[src/verilog/ascc_clock_control_regs.vh]
// register offsets, field positions, reset values and codes of the audio clock control
`ifndef ASCC_CLOCK_CONTROL_REGS_VH
`define ASCC_CLOCK_CONTROL_REGS_VH

`define ASCC_OFF_MAIN_CFG 8'h00
`define ASCC_OFF_SYNC_RATE 8'h04
`define ASCC_OFF_SECOND_CFG 8'h08
`define ASCC_OFF_SECOND_RATE 8'h0C
`define ASCC_OFF_STATUS 8'h10
`define ASCC_OFF_GPIO_ROUTE 8'h14
`define ASCC_DIV_BASE_HI 3'h1

`define ASCC_MAIN_CFG_MASK 32'h000F87C7
`define ASCC_SYNC_RATE_MASK 32'h001F1F1F
`define ASCC_SECOND_CFG_MASK 32'h00000740
`define ASCC_SECOND_RATE_MASK 32'h00001F1F
`define ASCC_GPIO_ROUTE_MASK 32'h00000003

`define ASCC_MAIN_CFG_RST 32'h00000500
`define ASCC_SYNC_RATE_RST 32'h00000000
`define ASCC_SECOND_CFG_RST 32'h00000000
`define ASCC_SECOND_RATE_RST 32'h00000000
`define ASCC_GPIO_ROUTE_RST 32'h00000000

`define ASCC_FAMILY_BIT 15
`define ASCC_FREQ_LSB 8
`define ASCC_ENABLE_BIT 6
`define ASCC_PROC_LSB 16
`define ASCC_SRC_LSB 0
`define ASCC_RATE_W 5
`define ASCC_RATE_STRIDE 8

`define ASCC_FREQ_RESERVED 3'h7
`define ASCC_SECOND_FREQ_MAX 3'h3
`define ASCC_SRC_RESERVED 3'h7
`define ASCC_RATE_UNUSED 5'h00

`define ASCC_RESP_OKAY 2'h0
`define ASCC_RESP_SLVERR 2'h2

`endif

[src/verilog/ascc_clock_control.v]
// audio system clock control: source select, frequency codes, dividers, enable handshake
`timescale 1ns/1ps
`default_nettype none
`include "ascc_clock_control_regs.vh"
module ascc_clock_control (
	input wire clock,
	input wire rstn,
	input wire [7:0] s_axi_awaddr,
	input wire s_axi_awvalid,
	output wire s_axi_awready,
	input wire [31:0] s_axi_wdata,
	input wire [3:0] s_axi_wstrb,
	input wire s_axi_wvalid,
	output wire s_axi_wready,
	output reg [1:0] s_axi_bresp,
	output reg s_axi_bvalid,
	input wire s_axi_bready,
	input wire [7:0] s_axi_araddr,
	input wire s_axi_arvalid,
	output wire s_axi_arready,
	output reg [31:0] s_axi_rdata,
	output reg [1:0] s_axi_rresp,
	output reg s_axi_rvalid,
	input wire s_axi_rready,
	input wire [6:0] source_running,
	input wire domain_idle,
	output reg [2:0] main_clock_source_sel,
	output reg [2:0] main_clock_freq_code,
	output reg main_clock_family_bit,
	output reg main_clock_gate_en,
	output reg domain_stop_req,
	output reg main_clock_off_status,
	output reg off_event,
	output reg gpio_clock_status,
	output reg [2:0] main_proc_rate_code,
	output reg second_clock_gate_en,
	output reg [2:0] second_clock_freq_code,
	output wire [74:0] sample_div
);
	localparam ST_OFF = 2'b00;
	localparam ST_ON = 2'b01;
	localparam ST_STOP = 2'b10;

	reg [31:0] main_cfg_q;
	reg [31:0] sync_rate_q;
	reg [31:0] second_cfg_q;
	reg [31:0] second_rate_q;
	reg [31:0] gpio_route_q;
	reg [1:0] state_q;
	reg [6:0] sync1_q;
	reg [6:0] sync2_q;
	reg [6:0] sync3_q;
	reg [6:0] src_ok_q;
	reg aw_full_q;
	reg w_full_q;
	reg [7:0] aw_addr_q;
	reg [31:0] w_data_q;
	reg [3:0] w_strb_q;
	wire [31:0] bmask;
	wire do_write;
	wire [4:0] rate_used;
	wire [4:0] rate_valid;
	wire [4:0] rate_family;
	wire [2:0] cfg_freq;
	wire [2:0] cfg_src;
	wire [2:0] cfg_proc;
	wire cfg_family;
	wire cfg_enable;
	wire second_enable;
	wire [2:0] second_freq;
	wire second_family;
	reg main_err;
	reg second_err;
	reg [31:0] rd_d;
	reg [1:0] rresp_d;
	integer k;

	assign cfg_family = main_cfg_q[`ASCC_FAMILY_BIT];
	assign cfg_freq = main_cfg_q[`ASCC_FREQ_LSB+2:`ASCC_FREQ_LSB];
	assign cfg_enable = main_cfg_q[`ASCC_ENABLE_BIT];
	assign cfg_src = main_cfg_q[`ASCC_SRC_LSB+2:`ASCC_SRC_LSB];
	assign cfg_proc = main_cfg_q[`ASCC_PROC_LSB+2:`ASCC_PROC_LSB];
	assign second_enable = second_cfg_q[`ASCC_ENABLE_BIT];
	assign second_freq = second_cfg_q[`ASCC_FREQ_LSB+2:`ASCC_FREQ_LSB];
	// second domain family follows its first rate when that one is in use, otherwise its second rate
	assign second_family = rate_used[3] ? rate_family[3] : rate_family[4];

	// three rate selects on the main clock, two on the second clock
	genvar g;
	generate
		for (g = 0; g < 5; g = g + 1)
		begin : gen_rate
			wire [4:0] code;
			if (g < 3)
			begin : gen_main
				assign code = sync_rate_q[g*`ASCC_RATE_STRIDE +: `ASCC_RATE_W];
			end
			else
			begin : gen_second
				assign code = second_rate_q[(g-3)*`ASCC_RATE_STRIDE +: `ASCC_RATE_W];
			end
			ascc_rate_div u_div (
				.clock(clock),
				.rstn(rstn),
				.rate_code(code),
				.freq_code((g < 3) ? cfg_freq : second_freq),
				.second((g < 3) ? 1'b0 : 1'b1),
				.used(rate_used[g]),
				.valid(rate_valid[g]),
				.family(rate_family[g]),
				.div_q(sample_div[g*15 +: 15])
			);
		end
	endgenerate

	// source indications come from pins: three flops, accept once the last two agree
	generate
		for (g = 0; g < 7; g = g + 1)
		begin : gen_sync
			always @(posedge clock or negedge rstn)
			begin
				if (!rstn)
				begin
					sync1_q[g] <= 1'b0;
					sync2_q[g] <= 1'b0;
					sync3_q[g] <= 1'b0;
					src_ok_q[g] <= 1'b0;
				end
				else
				begin
					sync1_q[g] <= source_running[g];
					sync2_q[g] <= sync1_q[g];
					sync3_q[g] <= sync2_q[g];
					if (sync2_q[g] == sync3_q[g])
						src_ok_q[g] <= sync3_q[g];
				end
			end
		end
	endgenerate

	// configuration checks; a bad setting keeps the domain from starting
	always @*
	begin
		main_err = (cfg_freq == `ASCC_FREQ_RESERVED);
		if (cfg_src == `ASCC_SRC_RESERVED)
			main_err = 1'b1;
		second_err = (second_freq > `ASCC_SECOND_FREQ_MAX);
		for (k = 0; k < 5; k = k + 1)
		begin
			if (rate_used[k] && !rate_valid[k])
			begin
				if (k < 3)
					main_err = 1'b1;
				else
					second_err = 1'b1;
			end
			if (k < 3 && rate_used[k] && rate_family[k] != cfg_family)
				main_err = 1'b1;
			if (k >= 3 && rate_used[k] && rate_family[k] != second_family)
				second_err = 1'b1;
		end
	end

	// write path: address and data are taken in either order, then answered together
	assign s_axi_awready = !aw_full_q;
	assign s_axi_wready = !w_full_q;
	assign do_write = aw_full_q && w_full_q && !s_axi_bvalid;
	assign bmask = {{8{w_strb_q[3]}}, {8{w_strb_q[2]}}, {8{w_strb_q[1]}}, {8{w_strb_q[0]}}};

	always @(posedge clock or negedge rstn)
	begin
		if (!rstn)
		begin
			aw_full_q <= 1'b0;
			w_full_q <= 1'b0;
			aw_addr_q <= 8'h00;
			w_data_q <= 32'h00000000;
			w_strb_q <= 4'h0;
			s_axi_bvalid <= 1'b0;
			s_axi_bresp <= `ASCC_RESP_OKAY;
			main_cfg_q <= `ASCC_MAIN_CFG_RST;
			sync_rate_q <= `ASCC_SYNC_RATE_RST;
			second_cfg_q <= `ASCC_SECOND_CFG_RST;
			second_rate_q <= `ASCC_SECOND_RATE_RST;
			gpio_route_q <= `ASCC_GPIO_ROUTE_RST;
		end
		else
		begin
			if (s_axi_awvalid && !aw_full_q)
			begin
				aw_full_q <= 1'b1;
				aw_addr_q <= s_axi_awaddr;
			end
			if (s_axi_wvalid && !w_full_q)
			begin
				w_full_q <= 1'b1;
				w_data_q <= s_axi_wdata;
				w_strb_q <= s_axi_wstrb;
			end
			if (s_axi_bvalid && s_axi_bready)
				s_axi_bvalid <= 1'b0;
			if (do_write)
			begin
				aw_full_q <= 1'b0;
				w_full_q <= 1'b0;
				s_axi_bvalid <= 1'b1;
				s_axi_bresp <= `ASCC_RESP_OKAY;
				// during shutdown nothing is stored, so a premature write shows an error
				if (state_q == ST_STOP)
					s_axi_bresp <= `ASCC_RESP_SLVERR;
				else if (aw_addr_q == `ASCC_OFF_MAIN_CFG)
					main_cfg_q <= ((main_cfg_q & ~bmask) | (w_data_q & bmask))
						& `ASCC_MAIN_CFG_MASK;
				else if (aw_addr_q == `ASCC_OFF_SYNC_RATE)
					sync_rate_q <= ((sync_rate_q & ~bmask) | (w_data_q & bmask))
						& `ASCC_SYNC_RATE_MASK;
				else if (aw_addr_q == `ASCC_OFF_SECOND_CFG)
					second_cfg_q <= ((second_cfg_q & ~bmask) | (w_data_q & bmask))
						& `ASCC_SECOND_CFG_MASK;
				else if (aw_addr_q == `ASCC_OFF_SECOND_RATE)
					second_rate_q <= ((second_rate_q & ~bmask) | (w_data_q & bmask))
						& `ASCC_SECOND_RATE_MASK;
				else if (aw_addr_q == `ASCC_OFF_GPIO_ROUTE)
					gpio_route_q <= ((gpio_route_q & ~bmask) | (w_data_q & bmask))
						& `ASCC_GPIO_ROUTE_MASK;
				else
					s_axi_bresp <= `ASCC_RESP_SLVERR;
			end
		end
	end

	// read path: one outstanding read, data registered
	assign s_axi_arready = !s_axi_rvalid;

	always @*
	begin
		rd_d = 32'h00000000;
		rresp_d = `ASCC_RESP_OKAY;
		if (s_axi_araddr == `ASCC_OFF_MAIN_CFG)
			rd_d = main_cfg_q;
		else if (s_axi_araddr == `ASCC_OFF_SYNC_RATE)
			rd_d = sync_rate_q;
		else if (s_axi_araddr == `ASCC_OFF_SECOND_CFG)
			rd_d = second_cfg_q;
		else if (s_axi_araddr == `ASCC_OFF_SECOND_RATE)
			rd_d = second_rate_q;
		else if (s_axi_araddr == `ASCC_OFF_GPIO_ROUTE)
			rd_d = gpio_route_q;
		else if (s_axi_araddr == `ASCC_OFF_STATUS)
			rd_d = {24'h000000, main_proc_rate_code, state_q == ST_STOP, second_err,
				main_err, main_clock_gate_en, main_clock_off_status};
		else if (s_axi_araddr[7:5] == `ASCC_DIV_BASE_HI && s_axi_araddr[4:2] < 3'h5
			&& s_axi_araddr[1:0] == 2'b00)
			rd_d = {17'h00000, sample_div[s_axi_araddr[4:2]*15 +: 15]};
		else
			rresp_d = `ASCC_RESP_SLVERR;
	end

	always @(posedge clock or negedge rstn)
	begin
		if (!rstn)
		begin
			s_axi_rvalid <= 1'b0;
			s_axi_rdata <= 32'h00000000;
			s_axi_rresp <= `ASCC_RESP_OKAY;
		end
		else if (s_axi_arvalid && !s_axi_rvalid)
		begin
			s_axi_rvalid <= 1'b1;
			s_axi_rdata <= rd_d;
			s_axi_rresp <= rresp_d;
		end
		else if (s_axi_rready)
			s_axi_rvalid <= 1'b0;
	end

	// enable handshake; source and frequency outputs are latched at start so live edits cannot glitch them; the main dividers follow the live frequency field
	always @(posedge clock or negedge rstn)
	begin
		if (!rstn)
		begin
			state_q <= ST_OFF;
			main_clock_gate_en <= 1'b0;
			domain_stop_req <= 1'b0;
			main_clock_off_status <= 1'b1;
			main_clock_source_sel <= 3'h0;
			main_clock_freq_code <= 3'h5;
			main_clock_family_bit <= 1'b0;
		end
		else
		begin
			case (state_q)
				ST_OFF:
				begin
					// a loop or pin source must already report running
					if (cfg_enable && !main_err && src_ok_q[cfg_src])
					begin
						state_q <= ST_ON;
						main_clock_gate_en <= 1'b1;
						main_clock_off_status <= 1'b0;
						main_clock_source_sel <= cfg_src;
						main_clock_freq_code <= cfg_freq;
						main_clock_family_bit <= cfg_family;
					end
				end
				ST_ON:
				begin
					if (!cfg_enable)
					begin
						state_q <= ST_STOP;
						domain_stop_req <= 1'b1;
					end
				end
				ST_STOP:
				begin
					// clock keeps running until the domain reports idle
					if (domain_idle)
					begin
						state_q <= ST_OFF;
						domain_stop_req <= 1'b0;
						main_clock_gate_en <= 1'b0;
						main_clock_off_status <= 1'b1;
					end
				end
				default:
				begin
					state_q <= ST_OFF;
					domain_stop_req <= 1'b0;
					main_clock_gate_en <= 1'b0;
					main_clock_off_status <= 1'b1;
				end
			endcase
		end
	end

	// event, output pin, processing cap and the simple second domain gate
	always @(posedge clock or negedge rstn)
	begin
		if (!rstn)
		begin
			off_event <= 1'b0;
			gpio_clock_status <= 1'b0;
			main_proc_rate_code <= 3'h0;
			second_clock_gate_en <= 1'b0;
			second_clock_freq_code <= 3'h0;
		end
		else
		begin
			off_event <= (state_q == ST_STOP) && domain_idle;
			if (gpio_route_q[0])
				gpio_clock_status <= gpio_route_q[1] ? main_clock_gate_en
					: main_clock_off_status;
			else
				gpio_clock_status <= 1'b0;
			// requested processing rate is capped at the domain clock code of the cycle before, so it can exceed a new code for one cycle
			main_proc_rate_code <= (cfg_proc > main_clock_freq_code) ? main_clock_freq_code
				: cfg_proc;
			second_clock_gate_en <= second_enable && !second_err;
			second_clock_freq_code <= second_freq;
		end
	end
endmodule // ascc_clock_control
`default_nettype wire

[src/verilog/ascc_rate_div.v]
// per-rate divider: checks one rate code and derives domain clock cycles per sample
`timescale 1ns/1ps
`default_nettype none
module ascc_rate_div (
	input wire clock,
	input wire rstn,
	input wire [4:0] rate_code,
	input wire [2:0] freq_code,
	input wire second,
	output reg used,
	output reg valid,
	output reg family,
	output reg [14:0] div_q
);
	reg [9:0] base;
	reg [4:0] mult;
	reg [14:0] div_d;

	// cycles per sample at the base clock, in units of 4kHz or 3.675kHz
	always @*
	begin
		used = (rate_code != `ASCC_RATE_UNUSED);
		valid = 1'b1;
		family = 1'b0;
		case (rate_code)
			5'h01: base = 10'h200;
			5'h02: base = 10'h100;
			5'h03: base = 10'h080;
			5'h04: base = 10'h040;
			5'h05: base = 10'h020;
			5'h11: base = 10'h300;
			5'h12: base = 10'h180;
			5'h13: base = 10'h0C0;
			5'h09: begin base = 10'h200; family = 1'b1; end
			5'h0A: begin base = 10'h100; family = 1'b1; end
			5'h0B: begin base = 10'h080; family = 1'b1; end
			5'h0C: begin base = 10'h040; family = 1'b1; end
			5'h0D: begin base = 10'h020; family = 1'b1; end
			default: begin base = 10'h000; valid = 1'b0; end
		endcase
		case (freq_code)
			3'h0: mult = 5'h01;
			3'h1: mult = 5'h02;
			3'h2: mult = 5'h04;
			3'h3: mult = 5'h08;
			3'h4: mult = 5'h0C;
			3'h5: mult = 5'h10;
			3'h6: mult = 5'h18;
			default: mult = 5'h00;
		endcase
		// second domain only knows the four lowest frequency codes
		if (second && freq_code > `ASCC_SECOND_FREQ_MAX)
			mult = 5'h00;
		if (mult == 5'h00)
			valid = 1'b0;
		div_d = valid ? (base * mult) : 15'h0000;
	end

	always @(posedge clock or negedge rstn)
	begin
		if (!rstn)
			div_q <= 15'h0000;
		else
			div_q <= div_d;
	end
endmodule // ascc_rate_div
`default_nettype wire

[config.mk]
export PLATFORM = sky130hd
export DESIGN_NAME = ascc_clock_control
export DESIGN_NICKNAME = d
export VERILOG_FILES = /design/src/verilog/ascc_clock_control.v /design/src/verilog/ascc_rate_div.v
export VERILOG_INCLUDE_DIRS = /design/src /design/src/verilog
export SDC_FILE = /design/constraint.sdc
export NUM_CORES = 1
export LEC_CHECK = 0
export ABC_AREA = 1
export BUFFER_PORTS_ARGS = -buffer_cell sky130_fd_sc_hd__buf_2
export CAP_MARGIN = 20
export CORE_MARGIN = 5
export CORE_UTILIZATION = 50
export CTS_BUF_LIST = sky130_fd_sc_hd__clkbuf_8
export DETAILED_ROUTE_END_ITERATION = 10
export GPL_ROUTABILITY_DRIVEN = 0
export PLACE_DENSITY = 0.72
export SYNTH_ARGS = -nofsm -noshare
export SYNTH_HDL_FRONTEND = slang
export SYNTH_SLANG_ARGS = --single-unit
[constraint.sdc]
create_clock -name clock -period 4.6 [get_ports clock]
set_input_delay 0.23 -clock clock [delete_from_list [all_inputs] [get_ports clock]]
set_output_delay 0.23 -clock clock [all_outputs]
set_load 0.01 [all_outputs]
==> summary.txt <==
Routing
  – Iteration-0 DRC Markers: 906
  – DRC: 0
  – WL per Instance: ~16 um
  – Via density per instance: 5.284
  – Vias post-DR: around 11000
  – DRT Wirelength: roughly 34 mm
  – Post-route ant nets: 0
  – Detailed Routing Iterations Pass 1: 5

Timing
  – Setup violations, final: 0
  – Slew at the pin with the worst max-slew slack: 763.2 ps
  – Peak Freq: around 240 MHz
  – Final worst path period share: 91.17%
  – RSZ-0062 raised after global routing: false
  – Max Slew Vio Count: 0
  – Hold Fails Final Rpt: 0
  – Final period demand of the worst path: roughly 4200 ps
  – Maximum clock skew at final layout: about 26 ps
  – Slew HR: approximately 50%
  – TNS Setup: 0 ps

Clock tree
  – Clock tree buffer depth: 2
  – Root buf cell: clkbuf_8
  – Worst-Skew Late Latency: around 500 ps
  – Num CTS Buffers: 17
  – Sinks on the clock net: 199
  – H-Tree Depth: 4
  – CTS tree: yes
  – Post-CTS sizing: 0
  – Clock transition at the registers of the reported paths: 120 ps

Die
  – Die ar.: a little under 30000 um2
  – Cell Rows: 58
  – Starting Density: 50.72%
  – Core area: 25180 um2
  – Die Wd: around 170 um
  – # IOs: approximately 200
  – Die Y: about 170 um

Synthesis
  – Synth Instances: around 1500
  – Yosys reg bits: between 150 and 200
  – Synth warn: 0
  – Synthesized area: 12770 um2
  – Register area share after synthesis: between 30 and 40%
  – Mean Syn Cell Area: ~8.3 um2
  – Netlist cell types: between 50 and 60

Critical path
  – Cell Chain, Critical Path: nand2_1 > a21oi_1 > buf_4 > nand2_1 > fa_1 > fa_1 > fa_1 > inv_1 > ha_1 > inv_1 > nor2_1 > o21ai_0 > nand2_1 > nand2_1 > nand2_1 > a21oi_1 > a21oi_1 > o21a_1
  – Crit-path max FO: 12
  – Slowest CP cell: dfstp_2
  – Critical path type: reg -> reg
  – Cell family with most CP delay: adder cells
  – Worst path arrival time: about 4600 ps
  – CP dominant cell by count: nand2_1
  – CP Data Required Time: ~5000 ps
  – CP Capture Type: register
  – Startpoint types: register
  – CP peak stage delay: roughly 640 ps
  – Worst path bufs/invs: 3

Run status
  – Status: completed

Placement
  – Post-DP HPWL: between 20 and 30 mm
  – Post-Place Cells: approximately 2000
  – Area post-placement: about 14000 um2
  – Port-buffer cells: 148

Finish
  – Syn-to-layout area delta: 14.73%
  – Final instance area: around 15000 um2
  – Fin cells: ~2100
  – Ant. Diodes: 0
  – Fraction of layout cells with a size suffix above 1: ~15%
  – Final #Nets: slightly below 2000

GRT
  – GR Overflow Total: 0
  – First-pass GRT wire length: approximately 56 mm
  – Largest net degree at the start of global routing: 113
  – Vias in the first global route: approximately 11000
  – Antenna violations before repair: 0
  – Total Routing Usage GR: about a quarter

Min path
  – Worst min path class: in -> reg

Power
  – LEAKAGE: 7.684 nW
  – Power density over cell area: approximately 320 nW/um2
  – VDD IR max: between 0.0003 and 0.0004 V
  – Tot Pwr: ~0.0047 W

Run
  – Max cap viols: 0
[per-stage QoR]
step / utilization (%) / setup slack [ps] / hold WS, ps
finish: 58.19 / 406.1 / 21.89
global route: 58.19 / 108.6 / 1.635
CTS: 58.13 / 295.6 / 1.399
detailed placement: 54.76 / 323.6 / 334.7
global placement: 54.76 / 434.8 / 334.5
floorplan: - / 342.7 / -65.59
[worst paths after layout]
path | to | depth (start not counted) | from | slack, ps
worst max-delay path | gen_rate[2].u_div.div_q[13] | 18 | register | 410
worst min-delay path | w_strb_q[1] | 3 | s_axi_wstrb[1] | 20
worst max register to register | gen_rate[2].u_div.div_q[13] | 18 | register | 410
worst min register to register | sync2_q[5] | 0 | sync1_q[5] | 360
max in group asynchronous | gen_rate[1].u_div.div_q[7] | 3 | rstn | 3200
min in group asynchronous | sync1_q[1] | 2 | rstn | 330
[layout by cell type, fill, tap and decap left out, types with 6 or more instances in the layout]
| cell type | netlist | final |
|---|---|---|
| nor2_2 | 11 | 11 |
| buf_2 | 9 | 147 |
| fa_1 | 45 | 45 |
| nor2_1 | 178 | 178 |
| nand2_1 | 285 | 285 |
| nor3b_1 | 17 | 17 |
| xor2_1 | 8 | 8 |
| o21ai_1 | 8 | 8 |
| ha_1 | 93 | 93 |
| nand3_1 | 68 | 68 |
| nand2_2 | 13 | 13 |
| clkbuf_8 | 0 | 18 |
| clkinv_8 | 0 | 6 |
| conb_1 | 2 | 48 |
| nand3_2 | 6 | 6 |
| nor3_1 | 16 | 16 |
| dfrtp_1 | 194 | 194 |
| buf_4 | 41 | 10 |
| inv_1 | 237 | 237 |
| a21oi_1 | 85 | 85 |
| dlygate4sd3_1 | 0 | 39 |
| maj3_1 | 7 | 7 |
| o21ai_0 | 84 | 84 |
| o22ai_1 | 16 | 16 |
| o211ai_1 | 12 | 12 |
| nand4_1 | 17 | 17 |
| inv_2 | 21 | 21 |
[area by class of cell]
class | instances | area [um2]
fillers | 2242 | 10530
multi-input cells | 1071 | 6571
flip-flops and latches | 199 | 4986
repair buffers | 198 | 1235
inverters | 262 | 989.7
well taps | 330 | 412.9
clock buffers | 17 | 234.0
clock inverters | 15 | 225.2
[cells by family after synthesis]
logic type                 after synthesis  synth area share [%]
DFF                                    199                 39.04
muxes                                    5                0.4408
xor gates and xnor gates                 8                0.5486
and+or+nand+nor                        628                 21.72
other                                    2               0.05880
AOI/OAI and AO/OA                      237                 10.62
adders and majority gates              145                 16.71
buffers and inverters                  324                 10.86
[Yosys cell counts (all sizes together)]
cell type,count,area share (%)
clkbuf,11,0.32
inv,258,7.6
nand2,300,9.3
a31oi,2,0.098
o22ai,16,0.78
buf,51,2.8
a21oi,87,3.6
and3,2,0.098
o31a,2,0.14
dfstp,5,1.0
o32ai,1,0.069
o311ai,3,0.21
fa,45,7.1
maj3,7,0.55
conb,2,0.059
nor3,17,0.71
dfrtp,194,38
nor3b,17,1.0
nand3,74,3.1
ha,93,9.1
nand3b,1,0.059
o21ai,94,3.8
o31ai,5,0.29
o211ai,12,0.71
o21bai,5,0.29
xor2,8,0.55
clkinv,4,0.17
o21a,4,0.24
o2111ai,5,0.34
and2,2,0.098
nor4,4,0.24
nor2,193,6.1
a32oi,1,0.069
mux2,5,0.44
nand4,18,1.0
[per-layer routing]
layer	wire length (um)	vias up	GRT usage (%)
li1	-	5293	-
met1	13880	5263	32.21
met2	16570	415	40.98
met3	2363	83	3.693
met4	1391	0	9.905
met5	0	-	0
[what timing repair did]
action | in CTS | in global routing
endpoints found under the hold margin | 125 | 0
buffers inserted | 0 | 2
hold buffers | 39 | 0
setup endpoints to repair | 0 | 1
[worst reg2reg max path, delay by kind of cell (launching register included)]
| family | cells | cell delay (ps) |
|---|---|---|
| AND/OR/NAND/NOR | 6 | 480 |
| flip-flops | 1 | 640 |
| adder cells (fa/ha/maj) | 4 | 1860 |
| AO/OA/AOI/OAI | 5 | 770 |
| buffers and inverters | 3 | 350 |
[where the power goes]
group | switching [W] | leakage [nW] | total, W | internal (W)
logic | 0.000841 | 4.88 | 0.00123 | 0.000393
registers | 0.000203 | 2.58 | 0.00221 | 0.00200
clock network | 0.000792 | 0.223 | 0.00124 | 0.000448
No activity file was read; power rests on OpenSTA's default activity.
